--- config.mk ---
export PLATFORM = sky130hd
export DESIGN_NAME = timer_pair
export DESIGN_NICKNAME = d
export VERILOG_FILES = /design/src/timer_pair_pkg.sv /design/src/timer_pair.sv /design/src/pin_sync.sv /design/src/overflow_flags.sv
export SDC_FILE = /design/constraint.sdc
export NUM_CORES = 1
export LEC_CHECK = 0
export ABC_AREA = 1
export BUFFER_PORTS_ARGS = -buffer_cell sky130_fd_sc_hd__buf_2
export CORE_MARGIN = 2
export CORE_UTILIZATION = 50
export CTS_CLUSTER_DIAMETER = 60
export DETAILED_ROUTE_END_ITERATION = 6
export GPL_ROUTABILITY_DRIVEN = 1
export GPL_TIMING_DRIVEN = 0
export HOLD_SLACK_MARGIN = 0.12
export PLACE_DENSITY = 0.68
export SLEW_MARGIN = 0
export SYNTH_ARGS = -nofsm -noshare
export SYNTH_HDL_FRONTEND = slang
export SYNTH_HIERARCHICAL = 1
export SYNTH_SLANG_ARGS = --single-unit
--- constraint.sdc ---
create_clock -name mclk -period 3.2 [get_ports mclk]
set_input_delay 0 -clock mclk [delete_from_list [all_inputs] [get_ports mclk]]
set_output_delay 0 -clock mclk [all_outputs]
set_load 0.005 [all_outputs]
--- src/timer_pair_pkg.sv ---
// Contract
// [RL1] timer 1 runs on its run bit, or run bit and high gate pin when gated
// [RL2] timer 0 runs on its run bit, or run bit and high gate pin when gated
// [RL3] counter-select clear counts internal ticks, set counts external count pin events
// [RL4] mode field: 00 13-bit, 01 16-bit, 10 8-bit auto-reload, 11 mode 3
// [RL5] mode 0: high byte counts, prescaled by low-byte bits 4:0 modulo 32
// [RL6] timer 0 mode 3: low byte timer/counter, high byte separate 8-bit timer
// [RL7] mode register bits 7:4 timer 1 fields, 3:0 timer 0, gate/select/mode order
// [RL8] each count byte is a separate 8-bit software readable and writable register
// [RL9] timer 0 high, timer 0 low and timer 1 high bytes reset to zero
// [RL10] timer 1 in mode 3 halts and holds its count
// [RL11] rollover from all ones to zero sets that timer's overflow flag
// [RL12] timer 0 mode 3 high byte takes timer 1 overflow flag and run bit
// [RL13] software stops a timer with its run bit before changing its mode
// [RL14] external count input synchronised, one increment per falling edge
// [RL15] mode 2 overflow reloads low byte from high byte, high byte unchanged
package timer_pair_pkg;

	localparam logic [7:0] OFS_MODE     = 8'h89;
	localparam logic [7:0] OFS_T0_LOW   = 8'h8a;
	localparam logic [7:0] OFS_T1_LOW   = 8'h8b;
	localparam logic [7:0] OFS_T0_HIGH  = 8'h8c;
	localparam logic [7:0] OFS_T1_HIGH  = 8'h8d;

	localparam logic [7:0] RST_MODE     = 8'h00;
	localparam logic [7:0] RST_COUNT    = 8'h00;

	localparam logic [1:0] MODE_13BIT   = 2'h0;
	localparam logic [1:0] MODE_16BIT   = 2'h1;
	localparam logic [1:0] MODE_RELOAD  = 2'h2;
	localparam logic [1:0] MODE_SPLIT   = 2'h3;

	localparam logic [4:0] PRESCALE_TOP = 5'h1f;
	localparam logic [7:0] BYTE_TOP     = 8'hff;

	// internal clock tick: one count per machine cycle of this many clocks
	localparam int         TICK_CLOCKS  = 6;
	localparam logic [2:0] TICK_LAST    = 3'(TICK_CLOCKS - 1);

	// per-timer field of the mode register, msb first: gate, select, mode
	typedef struct packed {
		logic       pin_gating;
		logic       counter_select;
		logic [1:0] mode;
	} timer_cfg_t;

	typedef struct packed {
		timer_cfg_t t1;
		timer_cfg_t t0;
	} mode_reg_t;

	typedef struct packed {
		logic [7:0] addr;
		logic       wr;
		logic       rd;
		logic [7:0] wdata;
	} sfr_req_t;

	typedef struct packed {
		mode_reg_t  mode;
		logic [7:0] t0_low;
		logic [7:0] t0_high;
		logic [7:0] t1_low;
		logic [7:0] t1_high;
		logic [7:0] rdata;
		logic [2:0] tick;
	} timer_state_t;

endpackage

--- src/timer_pair.sv ---
`timescale 1ns/1ps
module timer_pair (
	input  wire logic                      mclk,
	input  wire logic                      rst_b,
	input  wire timer_pair_pkg::sfr_req_t  sfr_req,
	output logic      [7:0]                sfr_rdata,
	input  wire logic                      t0_run,
	input  wire logic                      t1_run,
	input  wire logic                      t0_flag_clr,
	input  wire logic                      t1_flag_clr,
	input  wire logic                      t0_gate_pin,
	input  wire logic                      t1_gate_pin,
	input  wire logic                      t0_count_pin,
	input  wire logic                      t1_count_pin,
	output logic                           t0_overflow_flag,
	output logic                           t1_overflow_flag
);

	timer_pair_pkg::timer_state_t q;
	timer_pair_pkg::timer_state_t d;

	logic [3:0] pin_level;
	logic [3:0] pin_fall;
	logic [1:0] flag_q;
	logic [1:0] flag_set;

	logic       tick_now;
	logic       t0_split;
	logic       t1_halted;
	logic       run0;
	logic       run1;
	logic       inc0;
	logic       inc1;
	logic       inc0_high;
	logic       ovf0;
	logic       ovf1;
	logic       ovf0_high;
	logic [16:0] adv0;
	logic [16:0] adv1;
	logic [8:0] low_sum;
	logic [8:0] high_sum;

	// bit order: t1 count, t0 count, t1 gate, t0 gate
	pin_sync #(
		.WIDTH(4)
	) u_pin_sync (
		.mclk     (mclk),
		.rst_b    (rst_b),
		.pin_raw  ({t1_count_pin, t0_count_pin, t1_gate_pin, t0_gate_pin}),
		.pin_level(pin_level),
		.pin_fall (pin_fall)
	);

	overflow_flags u_overflow_flags (
		.mclk    (mclk),
		.rst_b   (rst_b),
		.flag_set(flag_set),
		.flag_clr({t1_flag_clr, t0_flag_clr}),
		.flag_q  (flag_q)
	);

	assign t0_overflow_flag = flag_q[0];
	assign t1_overflow_flag = flag_q[1];
	assign sfr_rdata        = q.rdata;

	// one count step in modes 0..2; result is {overflow, high, low}
	function automatic logic [16:0] advance(
		input logic [1:0] mode,
		input logic [7:0] low,
		input logic [7:0] high
	);
		logic [16:0] r;
		logic [4:0]  pre;
		r   = {1'b0, high, low};
		pre = low[4:0] + 5'h01;
		unique case (mode)
			timer_pair_pkg::MODE_13BIT:
			begin
				// bits 7:5 of the low byte are left alone
				r[7:0] = {low[7:5], pre}; // RL5
				if (low[4:0] == timer_pair_pkg::PRESCALE_TOP)
				begin
					r[15:8] = high + 8'h01; // RL5
					r[16]   = (high == timer_pair_pkg::BYTE_TOP); // RL11
				end
			end
			timer_pair_pkg::MODE_16BIT:
			begin
				r = {1'b0, high, low} + 17'h0_0001; // RL4
			end
			timer_pair_pkg::MODE_RELOAD:
			begin
				if (low == timer_pair_pkg::BYTE_TOP)
				begin
					r[7:0] = high; // RL15
					r[16]  = 1'b1; // RL11
				end
				else
				begin
					r[7:0] = low + 8'h01;
				end
			end
			timer_pair_pkg::MODE_SPLIT:
			begin
				r = {1'b0, high, low};
			end
		endcase
		return r;
	endfunction

	always_comb
	begin
		d        = q;
		tick_now = (q.tick == timer_pair_pkg::TICK_LAST);
		d.tick   = tick_now ? 3'h0 : q.tick + 3'h1;

		t0_split  = (q.mode.t0.mode == timer_pair_pkg::MODE_SPLIT); // RL6
		t1_halted = (q.mode.t1.mode == timer_pair_pkg::MODE_SPLIT); // RL10

		run0 = t0_run & (~q.mode.t0.pin_gating | pin_level[0]); // RL2
		// with timer 0 split, timer 1 loses its run bit to timer 0's high byte
		run1 = (t0_split | t1_run) & (~q.mode.t1.pin_gating | pin_level[1]); // RL1 RL12

		inc0      = run0 & (q.mode.t0.counter_select ? pin_fall[2] : tick_now); // RL3 RL14
		inc1      = run1 & ~t1_halted
		            & (q.mode.t1.counter_select ? pin_fall[3] : tick_now); // RL3 RL10
		inc0_high = t0_split & t1_run & tick_now; // RL12

		adv0      = advance(q.mode.t0.mode, q.t0_low, q.t0_high);
		adv1      = advance(q.mode.t1.mode, q.t1_low, q.t1_high);
		low_sum   = {1'b0, q.t0_low} + 9'h001;
		high_sum  = {1'b0, q.t0_high} + 9'h001;
		ovf0      = 1'b0;
		ovf1      = 1'b0;
		ovf0_high = 1'b0;

		if (inc0)
		begin
			if (t0_split)
			begin
				d.t0_low = low_sum[7:0]; // RL6
				ovf0     = low_sum[8]; // RL11
			end
			else
			begin
				d.t0_low  = adv0[7:0];
				d.t0_high = adv0[15:8];
				ovf0      = adv0[16]; // RL11
			end
		end

		if (inc0_high)
		begin
			d.t0_high = high_sum[7:0]; // RL6
			ovf0_high = high_sum[8];
		end

		if (inc1)
		begin
			d.t1_low  = adv1[7:0];
			d.t1_high = adv1[15:8];
			ovf1      = adv1[16];
		end

		// timer 1 rollover reports nothing while its flag serves timer 0
		flag_set = {t0_split ? ovf0_high : ovf1, ovf0}; // RL11 RL12

		// a software write to a byte beats the count step in the same cycle
		if (sfr_req.wr)
		begin
			unique case (sfr_req.addr)
				timer_pair_pkg::OFS_MODE:
					d.mode = sfr_req.wdata; // RL7 RL13
				timer_pair_pkg::OFS_T0_LOW:
					d.t0_low = sfr_req.wdata; // RL8
				timer_pair_pkg::OFS_T1_LOW:
					d.t1_low = sfr_req.wdata; // RL8
				timer_pair_pkg::OFS_T0_HIGH:
					d.t0_high = sfr_req.wdata; // RL8
				timer_pair_pkg::OFS_T1_HIGH:
					d.t1_high = sfr_req.wdata; // RL8
				default:
				begin
				end
			endcase
		end

		if (sfr_req.rd)
		begin
			unique case (sfr_req.addr)
				timer_pair_pkg::OFS_MODE:
					d.rdata = q.mode; // RL7
				timer_pair_pkg::OFS_T0_LOW:
					d.rdata = q.t0_low; // RL8
				timer_pair_pkg::OFS_T1_LOW:
					d.rdata = q.t1_low; // RL8
				timer_pair_pkg::OFS_T0_HIGH:
					d.rdata = q.t0_high; // RL8
				timer_pair_pkg::OFS_T1_HIGH:
					d.rdata = q.t1_high; // RL8
				default:
					d.rdata = 8'h00;
			endcase
		end
	end

	always_ff @(posedge mclk or negedge rst_b)
	begin
		if (!rst_b)
		begin
			q.mode    <= timer_pair_pkg::RST_MODE;
			q.t0_low  <= timer_pair_pkg::RST_COUNT; // RL9
			q.t0_high <= timer_pair_pkg::RST_COUNT; // RL9
			q.t1_low  <= timer_pair_pkg::RST_COUNT;
			q.t1_high <= timer_pair_pkg::RST_COUNT; // RL9
			q.rdata   <= 8'h00;
			q.tick    <= 3'h0;
		end
		else
		begin
			q <= d;
		end
	end

endmodule // timer_pair

--- src/pin_sync.sv ---
`timescale 1ns/1ps
module pin_sync #(
	parameter int WIDTH = 4
) (
	input  wire logic             mclk,
	input  wire logic             rst_b,
	input  wire logic [WIDTH-1:0] pin_raw,
	output logic      [WIDTH-1:0] pin_level,
	output logic      [WIDTH-1:0] pin_fall
);

	genvar i;
	generate
		for (i = 0; i < WIDTH; i++)
		begin : g_bit
			logic [2:0] s_q;
			always_ff @(posedge mclk or negedge rst_b)
			begin
				if (!rst_b)
					s_q <= 3'h0;
				else
					s_q <= {s_q[1:0], pin_raw[i]};
			end
			// only stages 1 and 2 feed logic; stage 0 is metastability guard
			assign pin_level[i] = s_q[1];
			assign pin_fall[i]  = s_q[2] & ~s_q[1]; // RL14
		end
	endgenerate

endmodule // pin_sync

--- src/overflow_flags.sv ---
`timescale 1ns/1ps
module overflow_flags (
	input  wire logic       mclk,
	input  wire logic       rst_b,
	input  wire logic [1:0] flag_set,
	input  wire logic [1:0] flag_clr,
	output logic      [1:0] flag_q
);

	logic [1:0] flag_d;

	// a rollover landing on the clear cycle must not be lost, so set wins
	always_comb
	begin
		flag_d = (flag_q & ~flag_clr) | flag_set; // RL11
	end

	always_ff @(posedge mclk or negedge rst_b)
	begin
		if (!rst_b)
			flag_q <= 2'h0;
		else
			flag_q <= flag_d;
	end

endmodule // overflow_flags

==> run_results.csv, run 1 <==
group,metric,value,unit
placed_design,dp_hpwl,11.80,mm
cts,max-clock-path-buffers,2,
floorplanning,initial_core_util,0.5096,
cts,path_clk_slew,0.09,ns
synthesis,synthCells,745,
power_and_ir_drop,switching_share,0.4247,
cells_and_area,antenna_cells,0,
timing,fmax,400.5,MHz
placed_design,post-place-ws,0.7269,ns
power_and_ir_drop,leakagePower,2.745,nW
cts,cts_buffers,9,
timing,fin_ws,0.7030,ns
detailed_routing,drc,0,
detailed_routing,drt_iter0_markers,369,
timing,hold_viol_final,0,
floorplanning,die_h,103.3,µm
power_and_ir_drop,power_switching,1.145,mW
setup_path,max_stage_delay,0.47,ns
detailed_routing,vias,5237,
floorplanning,rows,36,
power_and_ir_drop,vdd_drop_max,0.3232,mV
setup_path,critPathBufInv,2,
power_and_ir_drop,internal_power,1.551,mW
setup_path,cp.required,3.50,ns
timing,slew_headroom,0.4471,
outcome,status,"finished clean",
cells_and_area,final_nets,847,
power_and_ir_drop,power.total,2.696,mW
setup_path,worstPathMaxFanout,10,
timing,hold_ws,0.1705,ns
min_path,hp-class,"input port to register",
global_routing,grt_max_degree,64,
detailed_routing,dr.pass1.iters,5,
setup_path,arrival,2.80,ns
timing,tightest_slew,0.8293,ns
timing,skew,0.01148,ns
timing,grt_setup_unrepaired,"false",
detailed_routing,postRouteAntennaNets,0,
setup_path,cp_slowest_cell,"a221oi_1",
power_and_ir_drop,power_frac_comb,0.328,
cts,h-tree-depth,3,
global_routing,overflow,0,
cts,cts_root_buf,"clkbuf_8",
global_routing,grt.total_usage,0.3187,
detailed_routing,avgViaCountPerCell,5.530,
cells_and_area,multi_input_area,2806,µm²
floorplanning,fp.dieW,103.3,µm
run,cap_violations,0,
placed_design,buffer_ports.inserted,37,
timing,slew_viol_final,0,
timing,setup_tns,0,ns
detailed_routing,wl_per_cell,16.87,µm
power_and_ir_drop,p_per_area,478.2,nW/µm²
global_routing,grt_pass1_wl,25.43,mm
synthesis,syn_avg_cell_area,6.624,µm²
cts,cts_tree,"yes",
cts,clkSinkCount,63,
cells_and_area,drive_above_1_share,0.1560,
detailed_routing,wl,15.98,mm
setup_path,path_class,"register to register",
timing,setup_viol,0,
setup_path,start_kind,"register",
global_routing,grt_pass1_vias,4827,
floorplanning,die_area,10680,µm²
power_and_ir_drop,clkPwrFrac,0.260,
placed_design,gp_congestion,0.9854,
cells_and_area,synthToLayoutAreaGrowth,14.25,%
setup_path,critPathTopFamily,"adder cells",
cts,cts_setup_buffers,0,
floorplanning,fp.coreArea,9684,µm²
timing,finalCritPeriodShare,0.7803,
synthesis,synth_area,4935,µm²
setup_path,end_kind,"register",
synthesis,yosysWarnings,6,
cts,postCtsHoldBufs,16,
synthesis,synth_nets,783,
placed_design,dpl_cell_area,5289,µm²
global_routing,antenna_found_initial,0,
power_and_ir_drop,pwr-share-seq,0.412,
setup_path,worstPathCellList,"ha_1 > nand2_1 > nor2_1 > ha_1 > clkbuf_1 > nand4_1 > a221oi_1 > inv_1 > nand2_1",
cells_and_area,fillers,946,
cells_and_area,seqCellArea,1577,µm²
floorplanning,io-pin-count,38,
timing,post-route-min-period,2.497,ns
cts,clk_latency,0.36,ns
cts,cts.repair.resized,0,
cells_and_area,final_area,5638,µm²
-- final timing paths --
| check | start | endpoint | slack [ns] | cells past startpoint |
|---|---|---|---|---|
| setup / recovery | q[36] | u_overflow_flags/flag_q[0] | 0.70 | 9 |
| hold / removal | sfr_req[10] | q[35] | 0.17 | 6 |
| setup reg to reg | q[36] | u_overflow_flags/flag_q[0] | 0.70 | 9 |
| hold reg to reg | u_pin_sync/g_bit[1].s_q[0] | u_pin_sync/g_bit[1].s_q[1] | 0.35 | 0 |
| max in group asynchronous | rst_b | q[12] | 2.37 | 2 |
| min in group asynchronous | rst_b | u_overflow_flags/flag_q[0] | 0.26 | 2 |
-- tightest hold or removal path, cell delays in order --
cell and delay (ns):
buf_2 0.12, inv_2 0.06, nand3_1 0.12, nor2_2 0.09
nand2_1 0.06, o21ai_1 0.05
-- cells in the final DEF (no fill, tap or decap), drive strengths merged --
| master | instances |
|---|---|
| a21boi | 1 |
| a21oi | 55 |
| a221oi | 1 |
| a22oi | 3 |
| a31oi | 9 |
| buf | 56 |
| clkbuf | 16 |
| clkinv | 2 |
| clkinvlp | 1 |
| dfrtp | 63 |
| dlygate4sd3 | 16 |
| ha | 10 |
| inv | 103 |
| nand2 | 201 |
| nand3 | 48 |
| nand3b | 2 |
| nand4 | 11 |
| nor2 | 93 |
| nor3 | 21 |
| nor4 | 1 |
| o211ai | 4 |
| o21ai | 74 |
| o22a | 1 |
| o22ai | 13 |
| or2 | 3 |
| xnor2 | 1 |
| xor2 | 5 |
-- state kept, by name, indices dropped and copies added, names as in the netlist --
name	flops
u_overflow_flags/flag_q	2
q	43
sfr_rdata	8
u_pin_sync/g_bit.s_q	10
-- layout make-up --
cell class | instances | share of cell area
plain buffers | 25 | 0.02952
inverters | 100 | 0.06835
multi-input cells | 557 | 0.4978
well taps | 133 | 0.02952
clock buffers | 10 | 0.02441
flip-flops and latches | 63 | 0.2796
clock inverters | 6 | 0.009099
repair buffers | 53 | 0.06170
-- power groups by stage --
| stage | clock network [mW] | registers (mW) | logic [mW] |
|---|---|---|---|
| global route | 0.759 | 1.13 | 1.02 |
| detailed placement | 0 | 1.12 | 0.860 |
| finish | 0.701 | 1.11 | 0.884 |
| global placement | 0 | 1.12 | 0.848 |
| floorplan | 0 | 1.06 | 0.632 |
| CTS | 0.713 | 1.11 | 0.881 |
-- metrics by stage --
| stage | util | instances |
|---|---|---|
| 2_1_floorplan | - | 745 |
| 3_3_place_gp | 0.5459 | 915 |
| 3_5_place_dp | 0.5461 | 915 |
| 4_1_cts | 0.5822 | 947 |
| 5_1_grt | 0.5822 | 947 |
| 6_report | 0.5822 | 947 |
-- metal layers --
metal  routed length, µm  GRT usage
met2                7411     0.5027
met5                   0          0
met1                6684     0.4286
met3                1238    0.05108
met4                 641     0.1498
Power figures use the tool's default switching activity.
==> run 2: changes to the inputs <==
Settings changed: PLACE_DENSITY 0.68 to 0.71.
Clock period 3.2 ns to 2.1 ns, I/O delays scaled along.
==> run_results.csv, run 2 (synthesized netlist as in run 1, its figures left out) <==
group,metric,value,unit
outcome,status,"finished clean",
detailed_routing,drc,0,
run,cap_violations,0,
cts,clkSinkCount,63,
timing,hold_viol_final,0,
cts,path_clk_slew,0.09,ns
timing,finalCritPeriodShare,0.9310,
detailed_routing,avgViaCountPerCell,5.603,
cells_and_area,final_common_cell,"nand2_1",
min_path,min_from,"sfr_req[10]",
placed_design,post-place-ws,-0.2116,ns
cts,cts_buffers,9,
setup_path,r2r_setup_slack,0.14,ns
cells_and_area,final_area,5749,µm²
power_and_ir_drop,power_frac_comb,0.331,
cells_and_area,largest_reg_flops,43,
setup_path,worstPathMaxFanout,6,
cells_and_area,layout_common_cells,"192 x nand2_1, 90 x inv_1, 76 x nor2_1",
power_and_ir_drop,power.total,4.392,mW
timing,setup_tns,0,ns
timing,setup_viol,0,
power_and_ir_drop,power_switching,1.774,mW
setup_path,start_kind,"register",
detailed_routing,wl,16.30,mm
setup_path,cp.required,2.40,ns
cts,clk_latency,0.36,ns
floorplanning,fp.dieW,103.3,µm
timing,post-route-min-period,1.955,ns
cells_and_area,drive_above_1_share,0.1760,
global_routing,antenna_found_initial,0,
power_and_ir_drop,pwr-share-seq,0.380,
setup_path,path_class,"register to register",
floorplanning,fp.coreArea,9684,µm²
cells_and_area,synthToLayoutAreaGrowth,16.51,%
floorplanning,initial_core_util,0.5096,
power_and_ir_drop,leakagePower,2.788,nW
floorplanning,die_h,103.3,µm
floorplanning,io-pin-count,38,
setup_path,r2r-end,"q[31]",
global_routing,overflow,0,
cells_and_area,final_cells,951,
placed_design,buffer_ports.inserted,37,
floorplanning,die_area,10680,µm²
timing,slew_headroom,0.4577,
timing,slew_viol_final,0,
floorplanning,rows,36,
timing,skew,0.01512,ns
min_path,worstHoldEndpoint,"q[40]",
global_routing,grt.total_usage,0.3251,
power_and_ir_drop,switching_share,0.4041,
cells_and_area,antenna_cells,0,
power_and_ir_drop,clkPwrFrac,0.288,
setup_path,arrival,2.25,ns
setup_path,reg2reg_depth,12,
power_and_ir_drop,p_per_area,763.9,nW/µm²
setup_path,end_kind,"register",
cells_and_area,fillers,985,
cells_and_area,final_nets,851,
placed_design,gp_congestion,0.9645,
timing,hold_ws,0.1508,ns
setup_path,r2r_start,"q[36]",
power_and_ir_drop,internal_power,2.617,mW
placed_design,dp_hpwl,11.87,mm
detailed_routing,dr.pass1.iters,5,
detailed_routing,vias,5328,
min_path,hold_depth,6,
detailed_routing,wl_per_cell,17.14,µm
placed_design,dpl_cell_area,5289,µm²
cells_and_area,max_flop_register,"q",
power_and_ir_drop,vdd_drop_max,0.5319,mV
timing,fin_ws,0.1449,ns
detailed_routing,drt_iter0_markers,421,
cts,cts_tree,"yes",
cts,h-tree-depth,3,
global_routing,grt_max_degree,64,
placed_design,dp.cells,915,
timing,tightest_slew,0.8135,ns
cells_and_area,final_util,0.5937,
global_routing,grt_pass1_wl,26.02,mm
cts,cts_root_buf,"clkbuf_8",
detailed_routing,postRouteAntennaNets,0,
cts,max-clock-path-buffers,2,
timing,fmax,511.5,MHz
min_path,hp-class,"input port to register",
global_routing,grt_pass1_vias,5113,
## run 2: worst max path at each step
stage / startpoint / end / slack (ns) / cells after the start
6_report: q[36] / q[31] / 0.14 / 12
5_1_grt: q[36] / q[31] / -0.02 / 12
4_1_cts: q[36] / q[31] / 0.001 / 12
3_5_place_dp: q[36] / q[32] / -0.21 / 12
3_3_place_gp: q[20] / u_overflow_flags/flag_q[1] / -0.23 / 12
2_1_floorplan: q[36] / q[32] / 0.27 / 12
## run 2: power groups by stage
stage	Combinational (mW)	Clock [mW]	Sequential, mW
2_1_floorplan	0.962	0	1.62
3_3_place_gp	1.30	0	1.69
3_5_place_dp	1.31	0	1.70
4_1_cts	1.40	1.28	1.66
5_1_grt	1.61	1.33	1.70
6_report	1.45	1.27	1.67
## run 2: area by class of cell
class,instances,area [µm²],area share
Buffer,25,170.2,0.02960
Clock inverter,7,102.6,0.01785
Multi-Input combinational cell,557,2844,0.4947
Clock buffer,9,123.9,0.02155
Timing Repair Buffer,57,377.9,0.06572
Tap cell,133,166.4,0.02894
Inverter,100,385.4,0.06703
Sequential cell,63,1579,0.2746
## run 2: what timing repair did
| item | in CTS | in global routing |
|---|---|---|
| pin swaps | 1 | 0 |
| gates resized for setup | 5 | 12 |
| hold buffers | 16 | 0 |
| buffers inserted | 3 | 1 |
| endpoints found under the hold margin | 115 | 0 |
| cloned | 0 | 0 |
| endpoints found under the setup margin | 11 | 14 |
## run 2: per-layer routing
metal / vias up / track usage / part of all wire
met5: - / 0 / 0
met2: 223 / 0.5370 / 0.47
met4: 0 / 0.1498 / 0.043
met3: 47 / 0.06116 / 0.071
li1: 2577 / - / -
met1: 2481 / 0.4125 / 0.42
## run 2: worst max-delay path, stage by stage, from the launching register on
cell,delay [ns]
dfrtp_2,0.42
ha_2,0.23
nand2_1,0.08
nor2_2,0.17
ha_2,0.25
inv_1,0.14
a21oi_1,0.15
nand2_1,0.07
nand2_1,0.06
nand2_1,0.04
o21ai_0,0.09
nand2_1,0.07
a21oi_1,0.12
